`src/logic/uart_ctrl_pkg.sv`:
```
// constants, types and helpers shared by the serial control block
// assumes a 16x oversampling tick from an external baud generator
package uart_ctrl_pkg;
  localparam logic [4:0] TICKS_PER_BIT  = 5'h10;
  localparam logic [4:0] TICKS_HALF_BIT = 5'h08;
  localparam logic [3:0] CHAR_BITS_LONG  = 4'h8;
  localparam logic [3:0] CHAR_BITS_SHORT = 4'h7;
  // parity select encodings {hi, lo}
  localparam logic [1:0] PAR_NONE = 2'h0;
  localparam logic [1:0] PAR_ZERO = 2'h1;
  localparam logic [1:0] PAR_ODD  = 2'h2;
  localparam logic [1:0] PAR_EVEN = 2'h3;
  // field positions
  localparam int ERR_OVERRUN_BIT = 0;
  localparam int ERR_FRAME_BIT   = 1;
  localparam int ERR_PARITY_BIT  = 2;
  localparam int TXS_SHIFT_BIT   = 0;
  localparam int TXS_FULL_BIT    = 1;
  localparam logic [2:0] ERR_RESET = 3'h0;
  localparam logic [1:0] TXS_RESET = 2'h0;
  localparam logic [7:0] DATA_RESET = 8'h00;

  typedef enum logic [2:0] {
    ST_IDLE,
    ST_START,
    ST_DATA,
    ST_PARITY,
    ST_STOP
  } frame_state_t;

  // expected parity bit for the chosen mode over the active data bits
  function automatic logic parity_bit(input logic [7:0] data, input logic char8,
                                      input logic [1:0] mode);
    logic x;
    x = ^{data[6:0], data[7] & char8};
    case (mode)
      PAR_ODD:  parity_bit = ~x;
      PAR_EVEN: parity_bit = x;
      default:  parity_bit = 1'b0;
    endcase
  endfunction
endpackage

```
`src/logic/rx_link_if.sv`:
```
// carrier between the control block and its receive frame unit
// assumes both ends run on the core clock
`timescale 1ns/1ps
interface rx_link_if;
  logic       enable;
  logic       tick;
  logic       rxd;
  logic       char8;
  logic [1:0] parity_mode;
  logic       done;
  logic [7:0] data;
  logic       parity_err;
  logic       frame_err;
  modport ctrl (output enable, tick, rxd, char8, parity_mode,
                input done, data, parity_err, frame_err);
  modport unit (input enable, tick, rxd, char8, parity_mode,
                output done, data, parity_err, frame_err);
endinterface

```
`src/logic/uart_mode_status_control.sv`:
```
// control and status of an asynchronous serial transceiver
// assumes a 16x baud tick from outside and software-style control bits as ports
// Function
// software raises power before receive enable, drops receive enable before power
// a low receive pin when power and receive enable rise starts reception
// software enables reception only while the receive pin is high
// both enables low before changing parity select or character length
// on a LIN bus software keeps parity select at no parity
// transmit enable low before changing the stop length bit
// reception always uses one stop bit whatever the stop length setting
// receive enable low before changing the receive error interrupt mode
// parity error flag follows the currently selected parity mode
// only the first stop bit position of a received frame is checked
// data arriving with an overrun is discarded, not written to the buffer
// reading the receive error status inserts one bus wait cycle
// software writes the next byte only while the buffer full flag is 0
// software reinitialises transmit only after completion and shift flag at 0
// buffer full flag sits in bit 1 of the transmit status register
// buffer full sets on a buffer write, clears when the byte enters the shifter
`timescale 1ns/1ps
module uart_mode_status_control
  import uart_ctrl_pkg::*;
(
  // clock and reset
  input  wire logic       i_core_clk,
  input  wire logic       i_rst,
  // operation mode bits
  input  wire logic       i_unit_power_enable,
  input  wire logic       i_transmit_enable_bit,
  input  wire logic       i_receive_enable_bit,
  input  wire logic       i_parity_select_hi,
  input  wire logic       i_parity_select_lo,
  input  wire logic       i_char_length_bit,
  input  wire logic       i_stop_length_bit,
  input  wire logic       i_rx_error_irq_mode,
  // baud rate enable
  input  wire logic       i_baud_tick16,
  // serial line
  input  wire logic       i_serial_receive_pin,
  output logic            o_serial_transmit_pin,
  // transmit buffer write
  input  wire logic       i_tx_write,
  input  wire logic [7:0] i_tx_data,
  // receive buffer and status reads
  input  wire logic       i_rx_read,
  input  wire logic       i_status_read,
  output logic [7:0]      o_receive_buffer_reg,
  output logic [2:0]      o_rx_error_status_reg,
  output logic [1:0]      o_tx_status_reg,
  output logic            o_bus_wait,
  // events
  output logic            o_rx_done_irq,
  output logic            o_rx_error_irq,
  output logic            o_tx_done_irq
);
  rx_link_if link ();

  logic       rx_sync1;
  logic       rx_sync2;
  logic       rx_sync3;
  logic       rx_level;
  logic       rx_full;
  logic       rx_on;
  logic       tx_on;
  logic [1:0] par_mode;
  logic [7:0] tx_buffer;
  logic [7:0] tx_shift;
  logic       tx_par;
  logic [4:0] tx_tick;
  logic [3:0] tx_bits;
  logic       tx_stop2;
  logic       read_pending;
  frame_state_t tx_state;

  assign rx_on    = i_unit_power_enable && i_receive_enable_bit;
  assign tx_on    = i_unit_power_enable && i_transmit_enable_bit;
  assign par_mode = {i_parity_select_hi, i_parity_select_lo};

  assign link.enable      = rx_on;
  assign link.tick        = i_baud_tick16;
  assign link.rxd         = rx_level;
  assign link.char8       = i_char_length_bit;
  assign link.parity_mode = par_mode;

  rx_frame_unit frame_unit (
    .i_core_clk (i_core_clk),
    .i_rst      (i_rst),
    .link       (link)
  );

  // pin synchroniser; a change counts once stages two and three agree
  always_ff @(posedge i_core_clk or posedge i_rst) begin
    if (i_rst) begin
      rx_sync1 <= 1'b1;
      rx_sync2 <= 1'b1;
      rx_sync3 <= 1'b1;
      rx_level <= 1'b1;
    end else begin
      rx_sync1 <= i_serial_receive_pin;
      rx_sync2 <= rx_sync1;
      rx_sync3 <= rx_sync2;
      if (rx_sync2 == rx_sync3) begin
        rx_level <= rx_sync3;
      end
    end
  end

  // receive buffer, error flags and events
  always_ff @(posedge i_core_clk or posedge i_rst) begin
    if (i_rst) begin
      o_receive_buffer_reg  <= DATA_RESET;
      o_rx_error_status_reg <= ERR_RESET;
      rx_full               <= 1'b0;
      o_rx_done_irq         <= 1'b0;
      o_rx_error_irq        <= 1'b0;
    end else begin
      o_rx_done_irq  <= 1'b0;
      o_rx_error_irq <= 1'b0;
      // flags clear when the waited status read completes; a new frame still wins
      if (o_bus_wait) begin
        o_rx_error_status_reg <= ERR_RESET;
      end
      if (i_rx_read) begin
        rx_full <= 1'b0;
      end
      if (!i_unit_power_enable) begin
        o_rx_error_status_reg <= ERR_RESET;
        rx_full               <= 1'b0;
      end else if (link.done) begin
        o_rx_error_status_reg[ERR_PARITY_BIT]  <= link.parity_err;
        o_rx_error_status_reg[ERR_FRAME_BIT]   <= link.frame_err;
        o_rx_error_status_reg[ERR_OVERRUN_BIT] <= rx_full && !i_rx_read;
        if (rx_full && !i_rx_read) begin
          // overrun: the old byte stays, the new one is dropped
          o_rx_error_status_reg[ERR_OVERRUN_BIT] <= 1'b1;
        end else begin
          o_receive_buffer_reg <= link.data;
          rx_full              <= 1'b1;
        end
        if (link.parity_err || link.frame_err || (rx_full && !i_rx_read)) begin
          // mode bit routes errors to the completion event instead
          o_rx_error_irq <= !i_rx_error_irq_mode;
          o_rx_done_irq  <= i_rx_error_irq_mode;
        end else begin
          o_rx_done_irq <= 1'b1;
        end
      end
    end
  end

  // status read inserts one wait cycle before the data is taken
  always_ff @(posedge i_core_clk or posedge i_rst) begin
    if (i_rst) begin
      o_bus_wait   <= 1'b0;
      read_pending <= 1'b0;
    end else begin
      read_pending <= i_status_read && !o_bus_wait && !read_pending;
      o_bus_wait   <= i_status_read && !o_bus_wait && !read_pending;
    end
  end

  // transmit buffer, shifter and flags
  always_ff @(posedge i_core_clk or posedge i_rst) begin
    if (i_rst) begin
      tx_state              <= ST_IDLE;
      tx_buffer             <= DATA_RESET;
      tx_shift              <= DATA_RESET;
      tx_par                <= 1'b0;
      tx_tick               <= 5'h00;
      tx_bits               <= 4'h0;
      tx_stop2              <= 1'b0;
      o_tx_status_reg       <= TXS_RESET;
      o_serial_transmit_pin <= 1'b1;
      o_tx_done_irq         <= 1'b0;
    end else if (!tx_on) begin
      tx_state              <= ST_IDLE;
      o_tx_status_reg       <= TXS_RESET;
      o_serial_transmit_pin <= 1'b1;
      o_tx_done_irq         <= 1'b0;
    end else begin
      o_tx_done_irq <= 1'b0;
      if (tx_state == ST_IDLE && o_tx_status_reg[TXS_FULL_BIT]) begin
        // byte moves to the shifter; a write in this cycle refills the buffer
        tx_shift <= tx_buffer;
        tx_par   <= parity_bit(tx_buffer, i_char_length_bit, par_mode);
        tx_state <= ST_START;
        tx_tick  <= 5'h00;
        o_tx_status_reg[TXS_FULL_BIT]  <= 1'b0;
        o_tx_status_reg[TXS_SHIFT_BIT] <= 1'b1;
        o_serial_transmit_pin          <= 1'b0;
      end else if (tx_state != ST_IDLE && i_baud_tick16) begin
        tx_tick <= tx_tick + 5'h01;
        if (tx_tick + 5'h01 == TICKS_PER_BIT) begin
          tx_tick <= 5'h00;
          case (tx_state)
            ST_START: begin
              tx_state              <= ST_DATA;
              tx_bits               <= 4'h1;
              o_serial_transmit_pin <= tx_shift[0];
              tx_shift              <= {1'b0, tx_shift[7:1]};
            end
            ST_DATA: begin
              if (tx_bits == (i_char_length_bit ? CHAR_BITS_LONG : CHAR_BITS_SHORT)) begin
                if (par_mode == PAR_NONE) begin
                  tx_state              <= ST_STOP;
                  tx_stop2              <= i_stop_length_bit;
                  o_serial_transmit_pin <= 1'b1;
                end else begin
                  tx_state              <= ST_PARITY;
                  o_serial_transmit_pin <= tx_par;
                end
              end else begin
                tx_bits               <= tx_bits + 4'h1;
                o_serial_transmit_pin <= tx_shift[0];
                tx_shift              <= {1'b0, tx_shift[7:1]};
              end
            end
            ST_PARITY: begin
              tx_state              <= ST_STOP;
              tx_stop2              <= i_stop_length_bit;
              o_serial_transmit_pin <= 1'b1;
            end
            ST_STOP: begin
              if (tx_stop2) begin
                tx_stop2 <= 1'b0;
              end else begin
                // shift flag drops at stop end; completion event only if no byte waits or is written
                tx_state                       <= ST_IDLE;
                o_tx_status_reg[TXS_SHIFT_BIT] <= 1'b0;
                o_tx_done_irq <= !o_tx_status_reg[TXS_FULL_BIT] && !i_tx_write;
              end
            end
            default: tx_state <= ST_IDLE;
          endcase
        end
      end
      // write sets the full flag, winning over the clear above
      if (i_tx_write) begin
        tx_buffer                     <= i_tx_data;
        o_tx_status_reg[TXS_FULL_BIT] <= 1'b1;
      end
    end
  end
endmodule

```
`src/logic/rx_frame_unit.sv`:
```
// receive frame unit: start detect, data, parity and single stop sampling
// assumes rxd is already synchronised and tick is a one-cycle 16x enable
`timescale 1ns/1ps
module rx_frame_unit
  import uart_ctrl_pkg::*;
(
  input wire logic i_core_clk,
  input wire logic i_rst,
  rx_link_if.unit  link
);
  frame_state_t state;
  logic [4:0]   tick_cnt;
  logic [3:0]   bit_cnt;
  logic [7:0]   shift;
  logic         par_seen;

  always_ff @(posedge i_core_clk or posedge i_rst) begin
    if (i_rst) begin
      state      <= ST_IDLE;
      tick_cnt   <= 5'h00;
      bit_cnt    <= 4'h0;
      shift      <= DATA_RESET;
      par_seen   <= 1'b0;
      link.done  <= 1'b0;
      link.data  <= DATA_RESET;
      link.parity_err <= 1'b0;
      link.frame_err  <= 1'b0;
    end else begin
      link.done <= 1'b0;
      if (!link.enable) begin
        state <= ST_IDLE;
      end else begin
        case (state)
          // a low level, not an edge, starts a frame: low at enable starts at once
          ST_IDLE: begin
            if (!link.rxd) begin
              state    <= ST_START;
              tick_cnt <= 5'h00;
            end
          end
          ST_START: begin
            if (link.tick) begin
              tick_cnt <= tick_cnt + 5'h01;
              if (tick_cnt + 5'h01 == TICKS_HALF_BIT) begin
                tick_cnt <= 5'h00;
                bit_cnt  <= 4'h0;
                state    <= link.rxd ? ST_IDLE : ST_DATA;
              end
            end
          end
          ST_DATA: begin
            if (link.tick) begin
              tick_cnt <= tick_cnt + 5'h01;
              if (tick_cnt + 5'h01 == TICKS_PER_BIT) begin
                tick_cnt <= 5'h00;
                shift    <= {link.rxd, shift[7:1]};
                bit_cnt  <= bit_cnt + 4'h1;
                if (bit_cnt + 4'h1 == (link.char8 ? CHAR_BITS_LONG : CHAR_BITS_SHORT)) begin
                  state <= (link.parity_mode == PAR_NONE) ? ST_STOP : ST_PARITY;
                end
              end
            end
          end
          ST_PARITY: begin
            if (link.tick) begin
              tick_cnt <= tick_cnt + 5'h01;
              if (tick_cnt + 5'h01 == TICKS_PER_BIT) begin
                tick_cnt <= 5'h00;
                par_seen <= link.rxd;
                state    <= ST_STOP;
              end
            end
          end
          // only the first stop position is checked; the stop length setting is ignored
          ST_STOP: begin
            if (link.tick) begin
              tick_cnt <= tick_cnt + 5'h01;
              if (tick_cnt + 5'h01 == TICKS_PER_BIT) begin
                tick_cnt       <= 5'h00;
                state          <= ST_IDLE;
                link.done      <= 1'b1;
                link.frame_err <= !link.rxd;
                link.data      <= link.char8 ? shift : {1'b0, shift[7:1]};
                link.parity_err <= (link.parity_mode == PAR_ODD ||
                                    link.parity_mode == PAR_EVEN) &&
                                   (par_seen != parity_bit(link.char8 ? shift :
                                    {1'b0, shift[7:1]}, link.char8, link.parity_mode));
              end
            end
          end
          default: state <= ST_IDLE;
        endcase
      end
    end
  end
endmodule

```
`config.mk`:
```
export PLATFORM = sky130hd
export DESIGN_NAME = uart_mode_status_control
export DESIGN_NICKNAME = d
export VERILOG_FILES = /design/src/logic/uart_ctrl_pkg.sv /design/src/logic/rx_link_if.sv /design/src/logic/uart_mode_status_control.sv /design/src/logic/rx_frame_unit.sv
export SDC_FILE = /design/constraint.sdc
export NUM_CORES = 1
export LEC_CHECK = 0
export BUFFER_PORTS_ARGS = -buffer_cell sky130_fd_sc_hd__buf_2
export CAP_MARGIN = 25
export CORE_MARGIN = 1.5
export CORE_UTILIZATION = 56
export CTS_BUF_LIST = sky130_fd_sc_hd__clkbuf_2 sky130_fd_sc_hd__clkbuf_4 sky130_fd_sc_hd__clkbuf_8
export DETAILED_ROUTE_END_ITERATION = 16
export PLACE_DENSITY = 0.8
export SKIP_LAST_GASP = 1
export SYNTH_ARGS = -nofsm -noshare
export SYNTH_HDL_FRONTEND = slang
export SYNTH_SLANG_ARGS = --single-unit
export TNS_END_PERCENT = 10
```
`constraint.sdc`:
```
create_clock -name i_core_clk -period 2.3 [get_ports i_core_clk]
set_input_delay 0.115 -clock i_core_clk [delete_from_list [all_inputs] [get_ports i_core_clk]]
set_output_delay 0.115 -clock i_core_clk [all_outputs]
set_load 0.05 [all_outputs]
```
Word level (Yosys, flattened, before mapping) --
Cells that the tools add are included. W data, S select, Z words.
Word-level totals: flip-flop bits (word level) 85, bits of input ports 23, output and inout port bits 18, word-level logic and storage cells 226
Cells by class: add/sub/neg operators 4, eq/ne operators 46, mux-type cells 92, bitwise logic cells 6, reductions and logical operators 48
Operator list (count):
- $mux W3 | 21
- $mux W1 | 40
- $mux W5 | 8
- $mux W8 | 5
- $ne A3 B3 Y1 const B | 11
- $mux W4 | 6
- $reduce_and A4 Y1 | 5
- $pmux W4 S2 | 2
- $pmux W8 S2 | 1
- $reduce_xor A8 Y1 | 2
- $pmux W3 S5 | 1
- $pmux W5 S3 | 1
- $eq A3 B2 Y1 const B | 4
- $ne A2 B2 Y1 const B | 6
- $ne A3 B1 Y1 const B | 4
- $pmux W3 S4 | 1
- $reduce_and A6 Y1 | 2
- $reduce_bool A3 Y1 | 4
- $add A5 B1 Y5 const B | 2
- $eq A5 B5 Y1 const B | 2
- $reduce_and A10 Y1 | 1
- $reduce_and A5 Y1 | 2
- $logic_and A1 B1 Y1 | 9
- $add A4 B1 Y4 const B | 2
- 25 further kinds | 54

Longest topological paths before layout --
Gate-level depths: netlist of run 1.
word-level depth 11, mapped depth 8, gate-level depth less buffers 6

Cells and area by module --
Synthesis of run 1 repeated with hierarchy kept, for this count alone.
Second synthesis, totals: cells, all modules 427, area total of the unflattened synthesis 4425.5 µm²
Modules (own cells, without submodules):
- uart_mode_status_control | times used 1, cells an instance 233, area an instance 2567.5 µm², seq. area each 1332.5 µm²
- rx_frame_unit | times used 1, cells an instance 194, area an instance 1858.0 µm², seq. area each 800.8 µm²

Worst setup path after synthesis of run 1 --
Ideal clock, no wire load.
path kind reg-to-reg, from register frame_unit.tick_cnt[3], to register frame_unit.shift[0], library setup time 125 ps, arrival 1901 ps, data required time 2175 ps, setup slack 274 ps, stages on the path, launching flop included 6, path buffers 1, clock period less this slack 2026 ps, cell sequence dfrtp_1 buf_6 nand2b_1 mux2_4 nor4_4 mux2_4
On the way: cells in the longest elaborated chain, start to end 3
RTL lines:
- start, declared | RTL line rx_frame_unit.sv:12 | logic [4:0] tick_cnt;
- start signal, assigned | RTL line rx_frame_unit.sv:43 | tick_cnt <= tick_cnt + 5'h01;
- start signal, assigned | RTL line rx_frame_unit.sv:53 | tick_cnt <= tick_cnt + 5'h01;
- start signal, assigned | RTL line rx_frame_unit.sv:66 | tick_cnt <= tick_cnt + 5'h01;
- $add A5 B1 Y5 | RTL line rx_frame_unit.sv:54 | if (tick_cnt + 5'h01 == TICKS_PER_BIT) begin
- $eq A5 B5 Y1 | RTL line rx_frame_unit.sv:54
- $reduce_and A4 Y1 (no source line)
- end signal, assigned | RTL line rx_frame_unit.sv:56 | shift <= {link.rxd, shift[7:1]};
- end, declared | RTL line rx_frame_unit.sv:14 | logic [7:0] shift;
No other way between the ends. A chain may end at the register's enable or synchronous reset.

Worst setup path in the final report of run 1 --
from register frame_unit.tick_cnt[0], to register frame_unit.state[1]
On the way: cells in the longest elaborated chain, start to end 4, elaborated cells between the ends (all ways) 8, those cells by class add/sub: 1; eq/ne: 6; reduce/logical: 1
RTL lines:
- $add A5 B1 Y5 *
- $eq A5 B5 Y1 or $eq A5 B4 Y1 (tied branches)
- $ne A3 B3 Y1 (no source line)
- $reduce_and A10 Y1 (no source line) *
- end signal, assigned | RTL line rx_frame_unit.sv:47 | state <= link.rxd ? ST_IDLE : ST_DATA;
- end signal, assigned | RTL line rx_frame_unit.sv:59 | state <= (link.parity_mode == PAR_NONE) ? ST_STOP : ST_PARITY;
- end, declared | RTL line rx_frame_unit.sv:11 | frame_state_t state;
Mark *: on every way between the ends. The rest lies on a longest branch, timed or not.

==> results of run 1 <==
[synthesized netlist by cell type (all sizes together), types with 8 or more instances]
| library cell | n |
|---|---|
| mux2 | 36 |
| and2 | 8 |
| nor2b | 8 |
| nand2 | 70 |
| o21ai | 31 |
| a21oi | 23 |
| nand3 | 11 |
| clkbuf | 12 |
| inv | 9 |
| mux2i | 10 |
| nor3 | 10 |
| dfrtp | 80 |
| nor2 | 19 |
| xnor2 | 16 |
[how the worst min path moves through the flow]
stage,slack [ns],endpoint,cells past startpoint
after global routing,0.03,o_tx_done_irq,3
after detailed placement,0.22,rx_sync1,1
after global placement,0.22,rx_sync1,1
after floorplan,0.12,rx_sync1,0
final,0.03,o_tx_done_irq,3
after CTS,0.02,tx_par,3
[per-stage QoR]
stage	instances	setup WS [ns]	area, sq um
floorplan	441	0.274	4440
global placement	572	0.274	4760
detailed placement	572	0.223	4760
CTS	600	0.204	5120
global route	600	0.0679	5120
finish	600	0.173	5120
[final cells by class]
type	count	area (sq um)	area share (%)
Clock buffer	10	131	2.57
Clock inverter	6	113	2.20
Inverter	9	37.5	0.733
Multi-Input combinational cell	328	2180	42.7
Sequential cell	85	2130	41.7
Tap cell	102	128	2.49
Timing Repair Buffer	60	393	7.67
[cells by family (layout without fill, tap and decap cells)]
family | after synthesis | in the layout | share of synthesized area, %
buffers and inverters | 28 | 85 | 2.68
AO/OA/AOI/OAI | 92 | 92 | 13.0
AND/OR/NAND/NOR | 165 | 165 | 18.5
adder cells (fa/ha/maj) | 5 | 5 | 1.35
XOR/XNOR | 20 | 20 | 4.26
flip-flops | 85 | 85 | 48.1
multiplexers | 46 | 46 | 12.2
[layer usage]
| metal | GRT usage, % | part of all wire (%) | vias to the layer above |
|---|---|---|---|
| met1 | 27.9 | 44 | 1678 |
| met2 | 38.0 | 49 | 97 |
| met5 | 0 | 0 | - |
| li1 | - | - | 1669 |
| met4 | 9.87 | 2.1 | 0 |
| met3 | 4.15 | 4.2 | 18 |
[power by group through the flow]
stage	sequential, mW	combinational (mW)	clock, mW
finish	1.66	0.405	1.27
global route	1.67	0.457	1.35
CTS	1.65	0.409	1.29
detailed placement	1.68	0.390	0
global placement	1.68	0.382	0
floorplan	1.67	0.304	0
[worst min-delay path, delay by kind of cell]
kind | cells | cell delay (ns)
and+or+nand+nor | 2 | 0.14
buffers and inverters | 1 | 0.10
[what timing repair did]
item | 4_1_cts | 5_1_grt
buffers inserted | 0 | 0
endpoints found under the hold margin | 92 | 0
hold buffers | 12 | 0
==> results.txt, run 1 <==
----------------------------------------------------
[Cells and area]
  Final antenna diode count ... 0
  Most common cell after layout, fill and taps aside ... dfrtp_1
  Post-layout util ... 66.6%
  Final layout net count ... 520
  Commonest cells after routing, fill and taps aside ... 80 x dfrtp_1, 69 x nand2_1, 40 x buf_2
  Fillers ... approximately 600
  Fraction of final layout cells sized beyond drive strength 1 ... 22.5%
  Layout-stage area growth over the synthesis result ... 15.4%

[Worst setup path]
  Crit path max-delay family ... simple AND/OR/NAND/NOR gates
  Start point of the critical path ... frame_unit.tick_cnt[0]
  Ordered list of cells on the worst path ... ha_1, and2_0, a31oi_1, or4_1, o211a_1
  Worst R2R Start ... frame_unit.tick_cnt[0]
  Maximum net fanout on the critical path ... 8
  Internal reg-to-reg setup slack ... 0.17 ns
  Highest-delay cell along the critical path ... or4_1
  Worst Path Required ... between 2 and 3 ns
  Critical path destination ... frame_unit.state[1]
  Capturing element type of the critical path ... register
  Logic depth of the worst register-to-register path ... 5
  Count of cell instances traversed by the critical path ... 5
  Terminus of the critical flop-to-flop path ... frame_unit.state[1]
  Worst path arrival time ... 2.37 ns
  Critical Path Start Type ... register
  Critical Setup Path Class ... register to register
  Critical Path Max Stage Delay ... 0.55 ns
  Buffers & Inverters on Critical Path ... 0

[Global route]
  Number of antenna violations at the first check in global routing ... 0
  Gr ovfl total ... 0
  GRT Overall Usage ... 22.4%
  Global-route wire length before repair ... 15000 um
  Largest net degree at the start of global routing ... between 80 and 90
  Vias in the first global route ... 3338

[STA]
  Fin. max-slew vios ... 0
  Worst slew pin tran ... 0.627 ns
  Number of hold-slack violations in the final timing report ... 0
  Unrepaired setup endpoints after global routing ... false
  Worst max-slew margin expressed relative to the limit ... 58.0%
  Clock Skews ... 0.00992 ns
  Upper clock frequency limit ... 470 MHz
  Crit path time final ... ~2.1 ns
  Count of endpoints failing setup in the final report ... 0
  Min Hold Slack ... 0.0307 ns
  Tcrit/Tclk final ... 92.5%
  Post-Route Setup TNS ... 0 ns

[Synthesis]
  Cell type with the highest aggregate area in the netlist ... dfrtp_1
  Average footprint of a synthesized cell ... between 10 and 15 sq um
  Register bit count reported by yosys ... 85
  Share of flip-flops with an asynchronous set or reset ... between 90% and 100%
  Number of cells produced by synthesis ... ~440
  Cell area after synthesis ... 4440 sq um
  Yosys synthesis warning count ... 0
  Share of Yosys cell area claimed by the top area cell type ... 45.1%
  Count of distinct cell types in the synthesized netlist ... a little over 60
  Syn Nets ... around 470
  Number of flops mapped to enable cells by yosys ... 0
  Cell types occupying the most area after synthesis ... dfrtp_1 45%, mux2_2 6.3%, nand2_1 5.8%
  Primary FF master, synth ... dfrtp_1
  Share of the yosys chip area belonging to registers ... 48.1%

[Drt]
  DRC violations left ... 0
  Count of TritonRoute iterations in the first routing pass ... 4
  Final routed wirelength across all metal layers ... 8800 um
  Count of nets left with antenna violations after detail routing ... 0
  Routed length per placed instance ... 14.7 um
  Total vias in the final route ... 3462
  Detail-routed via count per cell ... 5.77
  Initial drt markers ... 170

[Pwr]
  Combinational group share of total power ... 12.2%
  Sw Pwr ... between 0.8 and 0.9 mW
  Max VDD drop ... 0.528 mV
  Total power density per cell area ... 650 nW/um^2
  Leakage power ... ~2.4 nW
  Overall power ... approximately 3.3 mW
  Portion of total power attributed to sequential cells ... 49.7%
  Net Sw Frac ... approximately a quarter
  Internal power consumption ... 2.51 mW
  Clock network power share ... 38.1%

[Clocking]
  CTS clock-pin slew for the worst setup and hold paths ... about 0.080 ns
  Buffer cell driving the clock tree root ... clkbuf_8
  Cts bufs inserted ... 9
  H-tree level count ... 3
  Gates resized, CTS repair ... 0
  Clock Tree Buf Depth ... 2
  Clk sink count ... 85
  TritonCTS clock tree ... yes
  Clock latency on the worst-skew pair ... 0.35 ns

[Job]
  Max-cap violation count ... 0

[Floorplanning]
  I/O Pins ... about 40
  Core region area ... 7690 sq um
  Number of rows in the core area ... 32
  Die Height ... between 90 and 100 um
  DIE AREA ... 8470 sq um
  Initial cell density of the core ... 57.7%
  Die Wd ... 92.0 um

[Placed design]
  Routability Congestion ... 0.909
  Dpl hpwl ... 6090 um
  Count of buffers inserted at the top-level ports ... 40

[Worst hold path]
  Hold path startpoint ... i_tx_write
  Min-delay worst type ... input port to register

[Status]
  Status ... complete, no violations

----------------------------------------------------
No activity file was read; power rests on OpenSTA's default activity.
==> run 2, diff against run 1 <==
--- a/config.mk
+++ b/config.mk
@@ -8,10 +8,10 @@
 export BUFFER_PORTS_ARGS = -buffer_cell sky130_fd_sc_hd__buf_2
 export CAP_MARGIN = 25
 export CORE_MARGIN = 1.5
-export CORE_UTILIZATION = 56
+export CORE_UTILIZATION = 40
 export CTS_BUF_LIST = sky130_fd_sc_hd__clkbuf_2 sky130_fd_sc_hd__clkbuf_4 sky130_fd_sc_hd__clkbuf_8
 export DETAILED_ROUTE_END_ITERATION = 16
-export PLACE_DENSITY = 0.8
+export PLACE_DENSITY = 0.61
 export SKIP_LAST_GASP = 1
 export SYNTH_ARGS = -nofsm -noshare
 export SYNTH_HDL_FRONTEND = slang
==> results.txt, run 2 (synthesis gave the netlist of run 1 again) <==
----------------------------------------------------
[Pwr]
  Leakage power ... 2.37 nW
  Portion of total power attributed to sequential cells ... about half
  Combinational group share of total power ... between 10% and 20%
  Clock network power share ... 35.7%
  Internal power consumption ... 2.35 mW
  Sw Pwr ... 0.873 mW
  Net Sw Frac ... 27.1%
  Total power density per cell area ... 623 nW/um^2
  Max VDD drop ... 0.408 mV

[STA]
  Crit path time final ... 2.06 ns
  Fin. max-slew vios ... 0
  Tcrit/Tclk final ... 89.6%
  Unrepaired setup endpoints after global routing ... false
  Clock Skews ... roughly 0.011 ns
  Count of endpoints failing setup in the final report ... 0
  Worst slew pin tran ... around 0.46 ns
  Worst max-slew margin expressed relative to the limit ... 68.9%
  Post-Route Setup TNS ... 0 ns
  Min Hold Slack ... 0.0187 ns
  Number of hold-slack violations in the final timing report ... 0
  Setup WS post-layout ... 0.240 ns
  Upper clock frequency limit ... 485 MHz

[Drt]
  Routed length per placed instance ... 14.1 um
  Count of TritonRoute iterations in the first routing pass ... 4
  Total vias in the final route ... 3388
  Count of nets left with antenna violations after detail routing ... 0
  DRC violations left ... 0
  Detail-routed via count per cell ... approximately 5.3
  Final routed wirelength across all metal layers ... 9070 um
  Initial drt markers ... 198

[Cells and area]
  Layout-stage area growth over the synthesis result ... 16.7%
  Most common cell after layout, fill and taps aside ... dfrtp_1
  Final Instance Count excl. Fillers ... 643
  Fillers ... 1025
  Final antenna diode count ... 0
  Final layout net count ... about 530
  Post-layout util ... 47.8%
  Fraction of final layout cells sized beyond drive strength 1 ... 23.3%
  Commonest cells after routing, fill and taps aside ... 80 x dfrtp_1, 69 x nand2_1, 40 x buf_2

[Status]
  Status ... complete, no violations

[Worst setup path]
  Worst Path Required ... 2.56 ns
  Start point of the critical path ... frame_unit.tick_cnt[3]
  Terminus of the critical flop-to-flop path ... frame_unit.state[1]
  Critical Path Start Type ... register
  Worst R2R Start ... frame_unit.tick_cnt[3]
  Critical Setup Path Class ... register to register
  Critical path destination ... frame_unit.state[1]
  Ordered list of cells on the worst path ... or2_1, mux2i_1, a31oi_1, or4_1, o211a_1
  Internal reg-to-reg setup slack ... 0.24 ns
  Maximum net fanout on the critical path ... 10
  Highest-delay cell along the critical path ... or4_1
  Logic depth of the worst register-to-register path ... 5
  Worst path arrival time ... 2.32 ns
  Critical Path Max Stage Delay ... 0.56 ns
  Capturing element type of the critical path ... register

[Clocking]
  CTS clock-pin slew for the worst setup and hold paths ... 0.09 ns
  TritonCTS clock tree ... yes
  Cts bufs inserted ... 9
  Clock latency on the worst-skew pair ... 0.36 ns
  Buffer cell driving the clock tree root ... clkbuf_8
  H-tree level count ... 3
  Buffers inserted during post-CTS setup optimization ... 0
  Clock Tree Buf Depth ... 2
  Clk sink count ... 85

[Worst hold path]
  Hold path cells ... 3
  Min-delay worst type ... input port to register

[Placed design]
  Dpl hpwl ... 6430 um
  Routability Congestion ... 0.911
  Count of buffers inserted at the top-level ports ... 40
  Placed cell count ... between 600 and 700
  Setup Slack @ Placement ... 0.232 ns

[Floorplanning]
  DIE AREA ... 11700 sq um
  Die Height ... between 100 and 150 um
  Core region area ... 10800 sq um
  Number of rows in the core area ... 38
  Initial cell density of the core ... 40.9%
  I/O Pins ... 41
  Die Wd ... 108 um

[Global route]
  Number of antenna violations at the first check in global routing ... 0
  Global-route wire length before repair ... 15600 um
  Gr ovfl total ... 0
  GRT Overall Usage ... 17.1%
  Largest net degree at the start of global routing ... 51
  Vias in the first global route ... 3213

[Job]
  Max-cap violation count ... 0

----------------------------------------------------
## run 2: cell types whose count changed in the layout (fill, tap and decap cells not counted), sizes merged
cell / change
buf: +5
bufinv: -2
inv: +2
clkbuf: +1
clkinv: -1
## run 2: routing by layer
| layer | global-route usage, % | part of all wire (%) | up-vias |
|---|---|---|---|
| met3 | 3.38 | 3.8 | 14 |
| met2 | 25.5 | 45 | 88 |
| met4 | 7.42 | 1.9 | 0 |
| li1 | - | - | 1685 |
| met5 | 0 | 0 | - |
| met1 | 24.1 | 49 | 1601 |
## run 2: worst min path at each step
stage	start	to	slack (ns)
global placement	i_rst	tx_bits[2]	0.11
CTS	i_tx_write	o_tx_status_reg[1]	0.005
detailed placement	i_rst	tx_bits[2]	0.11
global route	i_tx_write	o_tx_status_reg[1]	0.02
finish	i_tx_write	o_tx_status_reg[1]	0.02
floorplan	i_serial_receive_pin	rx_sync1	0.12
## run 2: power groups by stage
stage          Sequential [mW]  Combinational [mW]  Clock (mW)
6_report                  1.66               0.414        1.15
5_1_grt                   1.67               0.465        1.25
4_1_cts                   1.66               0.419        1.19
3_5_place_dp              1.68               0.402           0
3_3_place_gp              1.68               0.391           0
2_1_floorplan             1.67               0.304           0
## run 2: layout make-up
type,instances,area (sq um),share of cell area (%)
multi-input cells,328,2180,42.2
flip-flops and latches,85,2130,41.2
repair buffers,65,430,8.31
well taps,140,175,3.38
clock buffers,11,151,2.92
clock inverters,5,65.1,1.26
inverters,9,37.5,0.725
## run 2: repair_timing
action                                  CTS  global route
endpoints found under the setup margin    0             1
resized for setup                         0             1
endpoints found under the hold margin    23             0
hold buffers                             12             0
## run 2: stage by stage
stage               instance area (sq um)  total power [mW]
finish                               5180              3.22
global route                         5180              3.38
CTS                                  5180              3.26
detailed placement                   4840              2.09
global placement                     4840              2.07
floorplan                            4440              1.97
## run 2: critical path: cells and delay by family, from the launching register on
kind	cells	cell delay, ns
AO/OA/AOI/OAI	2	0.41
flip-flops	1	0.47
multiplexers	1	0.25
AND/OR/NAND/NOR	2	0.83
